**src/inc/ppc_regs.svh**
```systemverilog
// register offsets, reset values, writable and restore masks, open-drain pin indices
`ifndef PPC_REGS_SVH
`define PPC_REGS_SVH

`define PPC_PIN_CTRL_ADDR       8'h18
`define PPC_PATH_CTRL_ADDR      8'h19

`define PPC_PIN_CTRL_RESET      8'hc0
`define PPC_PATH_CTRL_RESET     8'h20

// writable bits of the power-path register; the rest read zero
`define PPC_PATH_CTRL_RW_MASK   8'he1

// fields restored by watchdog expiry
`define PPC_PIN_CTRL_WD_MASK    8'hc0
`define PPC_PATH_CTRL_WD_MASK   8'h41
// fields cleared by adapter plug-in
`define PPC_PATH_CTRL_PLUG_MASK 8'h01

// open-drain pin index
`define PPC_OD_STATUS_OUT_ONE            0
`define PPC_OD_STATUS_OUT_TWO            1
`define PPC_OD_STAT3            2
`define PPC_OD_STAT4            3
`define PPC_OD_PINS             4

`define PPC_READ_NONE           8'h00

`endif

```
**src/inc/ppc_pkg.sv**
```systemverilog
// field layouts of the pin and power-path control registers
package ppc_pkg;

  typedef struct packed {
    logic current_set_pin_enable;
    logic input_limit_pin_enable;
    logic power_good_pin_disable;
    logic status_pins_disable;
    logic force_status_four_low;
    logic force_status_three_low;
    logic force_status_two_low;
    logic force_status_one_low;
  } ppc_pin_ctrl_s;

  typedef struct packed {
    logic       register_reset;
    logic       input_load_sink_enable;
    logic       pulse_skip_enable;
    logic [3:0] reserved;
    logic       reverse_mode_enable;
  } ppc_path_ctrl_s;

endpackage

```
**src/design/ppc_top.sv**
```systemverilog
// pin function and power-path control register pair with pin overrides
`timescale 1ns/1ps
`default_nettype none
`include "ppc_regs.svh"

module ppc_top (
  input  wire logic       clk,
  input  wire logic       srst,
  // register port from the serial interface engine
  input  wire logic [7:0] reg_addr,
  input  wire logic       reg_wr,
  input  wire logic [7:0] reg_wdata,
  output var  logic [7:0] reg_rdata,
  // system events
  input  wire logic       watchdog_expire,
  input  wire logic       adapter_plug_in,
  input  wire logic       sync_valid,
  input  wire logic       charge_enable_pin_disable,
  // normal pull-low requests of status_out_one, status_out_two, power-good
  input  wire logic [2:0] status_normal_low,
  // control levels to the charger core
  output logic            current_set_pin_enable,
  output logic            input_limit_pin_enable,
  output logic            power_good_pin_disable,
  output logic            status_pins_disable,
  output logic            input_load_sink_enable,
  output logic            pulse_skip_enable,
  output logic            reverse_mode_enable,
  output logic            register_reset_pulse,
  // open-drain pins: status_out_one, status_out_two, power-good/stat3, charge-enable/stat4
  output var  logic [3:0] od_out,
  output var  logic [3:0] od_oe
);

  ppc_pkg::ppc_pin_ctrl_s  pin_ctrl;
  ppc_pkg::ppc_path_ctrl_s path_ctrl;
  logic                    sync_valid_q;

  // address match, shared by read and write decode
  function automatic logic ppc_addr_hit(
    input logic [7:0] addr,
    input logic [7:0] target
  );
    return addr == target;
  endfunction

  // replace masked bits with their reset values
  function automatic logic [7:0] ppc_restore(
    input logic [7:0] value,
    input logic [7:0] rst_val,
    input logic [7:0] mask
  );
    return (value & ~mask) | (rst_val & mask);
  endfunction

  // address decode
  wire logic pin_hit  = ppc_addr_hit(reg_addr, `PPC_PIN_CTRL_ADDR);
  wire logic path_hit = ppc_addr_hit(reg_addr, `PPC_PATH_CTRL_ADDR);
  wire logic pin_wr   = reg_wr & pin_hit;
  wire logic path_wr  = reg_wr & path_hit;

  // a pending register reset is the stored reset bit itself
  wire logic reg_reset_now = path_ctrl.register_reset;

  // rising edge of the sync detector output
  wire logic sync_rise = sync_valid & ~sync_valid_q;

  // pin register next value: write, then watchdog, then register reset
  wire logic [7:0] pin_after_wr = pin_wr ? reg_wdata : pin_ctrl;
  wire logic [7:0] pin_after_wd = watchdog_expire ?
    ppc_restore(pin_after_wr, `PPC_PIN_CTRL_RESET,
                `PPC_PIN_CTRL_WD_MASK) : pin_after_wr;
  wire logic [7:0] next_pin_ctrl = reg_reset_now ?
    `PPC_PIN_CTRL_RESET : pin_after_wd;

  // power-path next value; a host write in the sync cycle keeps priority
  wire logic [7:0] path_after_wr = path_wr ?
    (reg_wdata & `PPC_PATH_CTRL_RW_MASK) : path_ctrl;
  wire logic [7:0] path_after_sync = (sync_rise & ~path_wr) ?
    (path_after_wr & ~8'h20) : path_after_wr;
  wire logic [7:0] path_after_wd = watchdog_expire ?
    ppc_restore(path_after_sync, `PPC_PATH_CTRL_RESET,
                `PPC_PATH_CTRL_WD_MASK) : path_after_sync;
  wire logic [7:0] path_after_plug = adapter_plug_in ?
    ppc_restore(path_after_wd, `PPC_PATH_CTRL_RESET,
                `PPC_PATH_CTRL_PLUG_MASK) : path_after_wd;
  wire logic [7:0] next_path_ctrl = reg_reset_now ?
    `PPC_PATH_CTRL_RESET : path_after_plug;

  // read selection; unmapped offsets read zero
  wire logic [7:0] next_rdata = pin_hit  ? pin_ctrl  :
                                path_hit ? path_ctrl :
                                `PPC_READ_NONE;

  // per-pin function-off and force terms
  wire logic [3:0] function_off = {charge_enable_pin_disable,
                                   pin_ctrl.power_good_pin_disable,
                                   pin_ctrl.status_pins_disable,
                                   pin_ctrl.status_pins_disable};
  wire logic [3:0] force_low = {pin_ctrl.force_status_four_low,
                                pin_ctrl.force_status_three_low,
                                pin_ctrl.force_status_two_low,
                                pin_ctrl.force_status_one_low};
  // charge-enable pin is an input while its function is on
  wire logic [3:0] normal_low = {1'b0, status_normal_low};
  logic      [3:0] next_od_oe;

  // override applies only while the pin function is off
  genvar gi;
  generate
    for (gi = 0; gi < `PPC_OD_PINS; gi++)
    begin : g_od
      assign next_od_oe[gi] = function_off[gi] ?
        force_low[gi] : normal_low[gi];
    end
  endgenerate

  // control registers
  always_ff @(posedge clk)
  begin
    if (srst)
    begin
      pin_ctrl  <= `PPC_PIN_CTRL_RESET;
      path_ctrl <= `PPC_PATH_CTRL_RESET;
    end
    else
    begin
      pin_ctrl  <= next_pin_ctrl;
      path_ctrl <= next_path_ctrl;
    end
  end

  // read data, sync edge history and pin drivers
  always_ff @(posedge clk)
  begin
    if (srst)
    begin
      reg_rdata    <= `PPC_READ_NONE;
      sync_valid_q <= 1'b0;
      od_oe        <= 4'h0;
      od_out       <= 4'h0;
    end
    else
    begin
      reg_rdata    <= next_rdata;
      sync_valid_q <= sync_valid;
      od_oe        <= next_od_oe;
      od_out       <= 4'h0; // open drain only ever pulls low
    end
  end

  // control levels come straight from the register flops
  assign current_set_pin_enable = pin_ctrl.current_set_pin_enable;
  assign input_limit_pin_enable = pin_ctrl.input_limit_pin_enable;
  assign power_good_pin_disable = pin_ctrl.power_good_pin_disable;
  assign status_pins_disable    = pin_ctrl.status_pins_disable;
  assign input_load_sink_enable = path_ctrl.input_load_sink_enable;
  assign pulse_skip_enable      = path_ctrl.pulse_skip_enable;
  assign reverse_mode_enable    = path_ctrl.reverse_mode_enable;
  // tells the other register banks to reset with us
  assign register_reset_pulse   = path_ctrl.register_reset;

endmodule
`default_nettype wire

```
**config.mk**
```make
export PLATFORM = sky130hd
export DESIGN_NAME = ppc_top
export DESIGN_NICKNAME = d
export VERILOG_FILES = /design/src/inc/ppc_pkg.sv /design/src/design/ppc_top.sv
export VERILOG_INCLUDE_DIRS = /design/src /design/src/inc
export SDC_FILE = /design/constraint.sdc
export NUM_CORES = 1
export LEC_CHECK = 0
export BUFFER_PORTS_ARGS = -buffer_cell sky130_fd_sc_hd__clkbuf_2
export CAP_MARGIN = 20
export CORE_MARGIN = 2
export CORE_UTILIZATION = 30
export CTS_CLUSTER_DIAMETER = 200
export CTS_CLUSTER_SIZE = 24
export DETAILED_ROUTE_END_ITERATION = 8
export REMOVE_ABC_BUFFERS = 1
export SLEW_MARGIN = 20
export SYNTH_ARGS = -nofsm -noshare
export SYNTH_HDL_FRONTEND = slang
export SYNTH_SLANG_ARGS = --single-unit
```
**constraint.sdc**
```tcl
create_clock -name clk -period 1.38 [get_ports clk]
set_input_delay 0.069 -clock clk [delete_from_list [all_inputs] [get_ports clk]]
set_output_delay 0.069 -clock clk [all_outputs]
set_load 0.01 [all_outputs]
```
==> summary.md, run 1 <==
| Metric | Value |
|---|---|
| Syn-to-layout area delta | `42.2%` |
| CP required | `between 1.5 and 2 ns` |
| Worst hold path type | `input pin to register` |
| Synthesized instance count | `100` |
| Setup Skew | `~0.0026 ns` |
| Hold Path Cell Cnt | `2` |
| Avg Cell Area, Syn | `between 10 and 15 um2` |
| Sequential Power Share | `60.9%` |
| Most common cell after layout, fill and taps aside | `clkbuf_2` |
| Ranking of synthesized cells by area | `dfxtp_1 (49%), mux2i_1 (18%), nand2_1 (4.8%)` |
| Post-Synth Simple-Gate Area | `26.3%` |
| Sw Share | `23.2%` |
| Crit. End Element | `register` |
| Initial core utilization | `between 30% and 40%` |
| CTS tree | `built` |
| Worst-path maximum fanout | `9` |
| GRT Total Usage | `approximately an eighth` |
| Final WL | `between 2000 and 2500 um` |
| Postcts setup bufs | `0` |
| Mapped Area | `approximately 1000 um2` |
| Combinational Power Share | `12.4%` |
| R2r setup slk | `0.22 ns` |
| Final period utilization | `84.1%` |
| Total negative setup slack | `0 ns` |
| Area share of the largest cell type after synthesis | `~50%` |
| Min cycle time layout | `1.16 ns` |
| Crit path max-delay family | `simple AND/OR/NAND/NOR gates` |
| Final net count | `188` |
| Dpl hpwl | `1730 um` |
| Pwr dens | `831 nW/um2` |
| Drt first pass iters | `4` |
| Number of diodes | `0` |
| DR iter-0 viols | `26` |
| Die Footprint | `3880 um2` |
| XOR/XNOR Fraction of Synth Area | `0%` |
| Ys Warns | `0` |
| Setup Viol. Count Final | `0` |
| P_leak | `0.710 nW` |
| Clock power frac | `between 20% and 30%` |
| Height of the die | `62.3 um` |
| Outcome | `complete, no violations` |
| Num CTS Buffers | `3` |
| Worst skew pair latency | `0.31 ns` |
| Largest net degree at the start of global routing | `14` |
| Die X | `62.3 um` |
| Via count | `919` |
| Main combinational cell family by area after synthesis | `simple AND/OR/NAND/NOR gates` |
| Synthesized flop and latch total | `25` |
| WP depth | `3` |
| Most frequent cells in the layout | `clkbuf_2 (45), dfxtp_1 (25), mux2i_1 (18)` |
| RR Startpoint | `register_reset_pulse` |
| Max Root-Sink Buffers | `2` |
| Initial antenna violation count | `0` |
| Vias per cell | `4.44` |
| Layout cell share with drive strength beyond 1 | `a little over a third` |
| DR DRC count | `0` |
| CP Launch Point | `register_reset_pulse` |
| Startpoint Class | `register` |
| Core ar. | `3310 um2` |
| Wire length per cell | `11.4 um` |
| Post-synth cell types | `23` |
| Root Driver | `clkbuf_4` |
| Critical setup path kind | `register to register` |
| WP buf/inv | `0` |
| RSZ-0062 raised after global routing | `no` |
| DRT antenna net count | `0` |
| Hold_ws | `0.0455 ns` |
| Post-synthesis sequential area ratio | `49.1%` |
| Max IR drop VDD | `~0.28 mV` |
| Total grt overflow | `0` |
| Clock transition at the registers of the reported paths | `0.13 ns` |
| Num ports | `50` |
| Setup crit end | `current_set_pin_enable` |
| Internal power | `0.000926 W` |
| Reg2reg end | `current_set_pin_enable` |
| RD Place Congestion | `0.773` |
| Number of port buffers | `45` |
| Adder-cell share of the synthesized area | `0%` |
| MaxCap Viol Count | `0` |
| Hold Vio Cnt, Final | `0` |
| Resized cells post-CTS | `0` |
| Vias in the first global route | `roughly 850` |
| Max incr delay on CP | `0.47 ns` |
| Mux share of post-synthesis cell area | `17.7%` |
| Synth Area in Compound Gates | `less than 1%` |
| Slowest stage cell, crit path | `or3_1` |
| Final Max Tran Viols | `0` |
| NetSw | `0.000279 W` |
| R2R depth | `3` |
| CP cell instances | `or3_1, nor2_1, mux2i_1` |
| Largest area contributor in the netlist | `dfxtp_1` |
| H-tree depth | `1` |
| Rows | `21` |
| Hold-fix buffers, CTS | `12` |
| First-pass GRT wire length | `3820 um` |
| Worst EP arrival | `1.37 ns` |
| Fmax | `862 MHz` |
| Sink Count | `25` |
-- metrics by stage --
stage                     total power [W]  cells  cell area, um2  util [%]  setup WS (ns)
after floorplan                  0.000795     94             971         -          0.134
after global placement           0.000867    189            1280      38.8          0.274
after detailed placement         0.000869    189            1280      38.8          0.239
after CTS                         0.00122    205            1430      43.2          0.219
after global routing              0.00128    207            1450      43.8          0.114
final                             0.00120    207            1450      43.8          0.220
-- metal layers --
metal	global-route usage [%]	vias to the layer above	share of wire [%]
met5	0	-	0
met4	5.00	0	0.59
met3	3.99	2	5.5
met2	21.3	29	51
met1	14.4	430	42
li1	-	458	-
-- synth_stat cells --
master	n
a21boi_0	1
and3b_1	1
buf_1	1
buf_2	3
buf_4	4
buf_6	1
conb_1	1
dfxtp_1	25
mux2i_1	18
nand2_1	13
nand2_2	1
nand2b_1	1
nand3b_1	2
nand4_1	2
nand4b_1	1
nor2_1	9
nor2b_1	1
nor3_1	7
nor3b_2	1
nor4b_1	4
nor4b_4	1
or3_1	1
or3b_2	1
-- final cells by class --
class | instances | area [um2]
clock buffer | 4 | 26.3
tap | 46 | 57.6
fill | 359 | 1860
sequential | 25 | 500
timing repair buffer | 63 | 395
multi-input combinational | 69 | 470
-- how the worst min path moves through the flow --
stage | start | endpoint | slack (ns)
after CTS | reg_wr | register_reset_pulse | 0.001
final | srst | sync_valid_q | 0.05
after floorplan | srst | sync_valid_q | 0.14
after global placement | reg_wdata[3] | force_low[3] | 0.30
after global routing | srst | sync_valid_q | 0.02
after detailed placement | reg_wdata[3] | force_low[3] | 0.30
-- sequential cells by signal (all words and copies together) (netlist names) --
signal	cells
input_load_sink_enable	1
status_pins_disable	1
reg_rdata	8
power_good_pin_disable	1
force_low	4
current_set_pin_enable	1
reverse_mode_enable	1
od_oe	4
sync_valid_q	1
register_reset_pulse	1
pulse_skip_enable	1
input_limit_pin_enable	1
-- power groups by stage --
stage | clock (W) | combinational, W | sequential [W]
after floorplan | 0 | 0.0000418 | 0.000753
after global placement | 0 | 0.000117 | 0.000750
after detailed placement | 0 | 0.000119 | 0.000750
after CTS | 0.000335 | 0.000146 | 0.000735
after global routing | 0.000376 | 0.000165 | 0.000736
final | 0.000321 | 0.000150 | 0.000734
-- logic make-up (layout without fill, tap and decap cells) --
family,count (synthesis),in the layout
flip-flops,25,25
AND/OR/NAND/NOR,46,46
other,1,4
multiplexers,18,18
AO/OA/AOI/OAI,1,1
buffers and inverters,9,67
(Power assumes the default switching activity.)
==> run 2: changes to the inputs <==
Clock period 1.38 ns to 1 ns, I/O delays scaled along.
==> summary.md, run 2 (same netlist as run 1, synthesis figures left out) <==
| Metric | Value |
|---|---|
| Outcome | `finished, violations left` |
| Violated checks | `negative setup slack` |
| Number of diodes | `0` |
| Max Root-Sink Buffers | `2` |
| H-tree depth | `1` |
| Crit. End Element | `register` |
| Worst hold path type | `input pin to register` |
| CP cell instances | `or3_4, nor2_1, mux2i_1` |
| Post-route cell area | `about 1500 um2` |
| Final period utilization | `101%` |
| Postcts setup bufs | `0` |
| Min cycle time layout | `between 1 and 1.5 ns` |
| Num CTS Buffers | `3` |
| DR iter-0 viols | `32` |
| Final WL | `2360 um` |
| P_leak | `0.749 nW` |
| CTS tree | `built` |
| Top reg by flops | `reg_rdata` |
| Hold Vio Cnt, Final | `0` |
| Max IR drop VDD | `0.360 mV` |
| First-pass GRT wire length | `3960 um` |
| Final Max Tran Viols | `0` |
| DRT antenna net count | `0` |
| Cell area after placement | `1320 um2` |
| Largest net degree at the start of global routing | `15` |
| Max reg flops | `8` |
| Vias per cell | `4.43` |
| Dpl hpwl | `1780 um` |
| Max incr delay on CP | `roughly 0.39 ns` |
| Worst-path maximum fanout | `5` |
| Setup Viol. Count Final | `2` |
| Most common cell after layout, fill and taps aside | `clkbuf_2` |
| Drt first pass iters | `4` |
| Syn-to-layout area delta | `51.4%` |
| Total grt overflow | `0` |
| Layout cell share with drive strength beyond 1 | `between 40 and 50%` |
| Height of the die | `62.3 um` |
| Initial antenna violation count | `0` |
| CP required | `1.22 ns` |
| Initial core utilization | `30.8%` |
| Wire length per cell | `11.1 um` |
| Final std cells w/o fill | `212` |
| RSZ-0062 raised after global routing | `yes` |
| Final core occ | `46.6%` |
| Hold_ws | `~0.024 ns` |
| Die X | `slightly above 60 um` |
| Slowest stage cell, crit path | `dfxtp_4` |
| Rows | `21` |
| Final net count | `just under 200` |
| Number of port buffers | `45` |
| Fmax | `991 MHz` |
| Startpoint Class | `register` |
| Vias in the first global route | `915` |
| Pwr dens | `1090 nW/um2` |
| GRT Total Usage | `12.7%` |
| Num ports | `50` |
| Root Driver | `clkbuf_4` |
| Setup Skew | `0.00374 ns` |
| Die Footprint | `3880 um2` |
| Most frequent cells in the layout | `clkbuf_2 (44), dfxtp_1 (22), mux2i_1 (18)` |
| RD Place Congestion | `0.819` |
| Critical setup path kind | `register to register` |
| DR DRC count | `0` |
| MaxCap Viol Count | `0` |
| Worst EP arrival | `1.23 ns` |
| Clock transition at the registers of the reported paths | `roughly 0.13 ns` |
| Worst skew pair latency | `0.31 ns` |
| Post-Place Cells | `194` |
| Via count | `940` |
| Sink Count | `25` |
| Core ar. | `3310 um2` |
| Fin worst setup slack | `-0.00942 ns` |
-- run 2: cell count changes in the layout (fill, tap and decap cells not counted), moves of 2 or more --
cell and delta:
dfxtp_1 -3, dfxtp_2 +2, nor2_2 +2, buf_4 +2
nor2_1 -3, buf_6 +4
-- run 2: per-stage QoR --
stage               total power (W)  setup slack [ns]  setup TNS (ns)
floorplan                   0.00110            -0.246           -1.33
global placement            0.00120           -0.0878          -0.657
detailed placement          0.00121           -0.0982           -1.02
CTS                         0.00170          -0.00987         -0.0153
global route                0.00176           -0.0429          -0.112
finish                      0.00168          -0.00942         -0.0144
-- run 2: area by class of cell --
class | count | area, um2
clock buffer | 3 | 22.5
multi-input combinational | 69 | 502
sequential | 25 | 507
tap | 46 | 57.6
timing repair buffer | 68 | 450
fill | 334 | 1770
clock inverter | 1 | 5.00
-- run 2: final timing paths --
path | cells after the start | startpoint | to | slack [ns]
min | 4 | adapter_plug_in | reverse_mode_enable | 0.02
min reg2reg | 2 | force_low[3] | force_low[3] | 0.48
max reg2reg | 3 | register_reset_pulse | input_limit_pin_enable | -0.009
max | 3 | register_reset_pulse | input_limit_pin_enable | -0.009
-- run 2: where the power goes --
| group | internal, W | switching [W] |
|---|---|---|
| clock | 0.000149 | 0.000294 |
| combinational | 0.000126 | 0.0000982 |
| sequential | 0.00101 | 0.00000474 |
-- run 2: what timing repair did --
item                                   in CTS  in global routing
pin swaps                                   2                  1
gates resized for setup                     5                 12
setup endpoints to repair                  10                 11
endpoints found under the hold margin      13                  0
hold buffers                               14                  0
-- run 2: worst max-delay path, delay by kind of cell, from the launching register on --
kind | cells | cell delay, ns
DFF | 1 | 0.39
and+or+nand+nor | 2 | 0.46
muxes | 1 | 0.07
-- run 2: routing by layer --
metal | GRT usage, % | part of all wire [%] | vias to the layer above
met5 | 0 | 0 | -
met3 | 3.44 | 6.1 | 4
met4 | 5.83 | 1.8 | 0
met2 | 20.8 | 50 | 30
met1 | 15.5 | 42 | 434
li1 | - | - | 472
==> run 3: changes to the inputs <==
Settings changed: CORE_UTILIZATION 30 to 40, CTS_CLUSTER_DIAMETER 200 to 150, PLACE_DENSITY from default to 0.74.
==> summary.md, run 3 (same netlist as run 1, synthesis figures left out) <==
| Metric | Value |
|---|---|
| Outcome | `finished, violations left` |
| Violated checks | `negative setup slack` |
| Wire length per cell | `12.5 um` |
| Final core occ | `between 60 and 70%` |
| Clock power frac | `26.0%` |
| Final net count | `roughly 190` |
| RD Place Congestion | `0.816` |
| CP required | `about 0.95 ns` |
| Worst skew pair latency | `0.30 ns` |
| Hold Vio Cnt, Final | `0` |
| NetSw | `0.000385 W` |
| Drt first pass iters | `4` |
| Num CTS Buffers | `3` |
| Worst hold path type | `input pin to register` |
| DR DRC count | `0` |
| DR iter-0 viols | `13` |
| Sink Count | `25` |
| Largest net degree at the start of global routing | `14` |
| Rows | `18` |
| Min cycle time layout | `1.07 ns` |
| Vias per cell | `4.78` |
| Most common cell after layout, fill and taps aside | `clkbuf_2` |
| Final period utilization | `107%` |
| Clock transition at the registers of the reported paths | `0.13 ns` |
| Combinational Power Share | `13.6%` |
| Post-route cell area | `between 1500 and 2000 um2` |
| Worst EP arrival | `1.02 ns` |
| Number of diodes | `0` |
| Setup Viol. Count Final | `4` |
| Slowest stage cell, crit path | `dfxtp_4` |
| Setup Skew | `approximately 0.0019 ns` |
| Max layer used | `met4` |
| Syn-to-layout area delta | `48.8%` |
| Initial antenna violation count | `0` |
| Sw Share | `about 23%` |
| P_leak | `0.742 nW` |
| WP buf/inv | `3` |
| MaxCap Viol Count | `0` |
| Vias in the first global route | `884` |
| Most used cell, CP | `buf_6` |
| Worst-path maximum fanout | `5` |
| CP cell instances | `buf_6, buf_6, buf_6` |
| Max IR drop VDD | `between 0.8 and 0.9 mV` |
| Die X | `54.5 um` |
| Crit path max-delay family | `flip-flops` |
| Cell area after placement | `1290 um2` |
| Initial core utilization | `around 42%` |
| Root Driver | `clkbuf_4` |
| Met3 wire len | `143 um` |
| Fmax | `932 MHz` |
| Place WS | `-0.0840 ns` |
| Met1 WL | `1070 um` |
| Pwr dens | `about 1100 nW/um2` |
| DRT antenna net count | `0` |
| Most frequent cells in the layout | `clkbuf_2 (44), dfxtp_1 (23), mux2i_1 (18)` |
| Num ports | `50` |
| CTS tree | `built` |
| H-tree depth | `1` |
| Final WL | `2440 um` |
| Dpl hpwl | `between 1500 and 2000 um` |
| Final Max Tran Viols | `0` |
| Number of port buffers | `45` |
| RSZ-0062 raised after global routing | `yes` |
| Total negative setup slack | `-0.135 ns` |
| Via count | `932` |
| Die Footprint | `2970 um2` |
| GRT Total Usage | `17.9%` |
| First-pass GRT wire length | `3850 um` |
| Crit. End Element | `output pin` |
| Height of the die | `54.5 um` |
| Fin worst setup slack | `-0.0729 ns` |
| Critical setup path kind | `register to output pin` |
| Top reg by flops | `reg_rdata` |
| Max reg flops | `8` |
| Internal power | `0.00128 W` |
| WL met2 | `1200 um` |
| Total grt overflow | `0` |
| Layout cell share with drive strength beyond 1 | `about 43%` |
| Startpoint Class | `register` |
| Max incr delay on CP | `0.38 ns` |
| Core ar. | `2450 um2` |
| Sequential Power Share | `60.5%` |
| Hold_ws | `0.00606 ns` |
| Max Root-Sink Buffers | `2` |
run 3: power groups by stage:
stage	logic (W)	clock network, W	registers [W]
global placement	0.000163	0	0.00103
CTS	0.000217	0.000446	0.00101
floorplan	0.0000576	0	0.00104
global route	0.000248	0.000473	0.00101
detailed placement	0.000167	0	0.00103
finish	0.000226	0.000434	0.00101
run 3: cell type report:
type	count	area, um2
clock buffer	4	26.3
fill	199	937
multi-input combinational	69	505
sequential	25	505
tap	30	37.5
timing repair buffer	67	443
run 3: final timing paths:
kind,startpoint,end,slack [ns],cells past startpoint
worst min-delay path,reg_addr[0],reg_rdata[2],0.006,2
worst max register to register,register_reset_pulse,force_low[0],-0.04,5
worst max-delay path,register_reset_pulse,register_reset_pulse,-0.07,3
worst min register to register,input_load_sink_enable,input_load_sink_enable,0.49,2
run 3: through the flow:
stage	cells	total power, W
after floorplan	94	0.00110
after global placement	177	0.00120
after detailed placement	177	0.00120
after CTS	195	0.00168
after global routing	195	0.00173
final	195	0.00167
run 3: timing repair:
action	in CTS	in global routing
buffers inserted	0	0
cloned	0	0
pin swaps	0	5
hold buffers	14	0
hold endpoints to repair	13	0
endpoints found under the setup margin	12	13
gates resized for setup	9	11
run 3: worst register-to-register path, delay by kind of cell (launching register included):
family                 cells  cell delay [ns]
buffers and inverters      2             0.26
DFF                        1             0.38
muxes                      1             0.16
and+or+nand+nor            2             0.17
run 3: per-layer routing:
layer,global-route usage (%),vias to the layer above
met1,21.8,425
met2,32.1,38
li1,-,465
met3,3.01,4
met4,5.00,0
met5,0,-
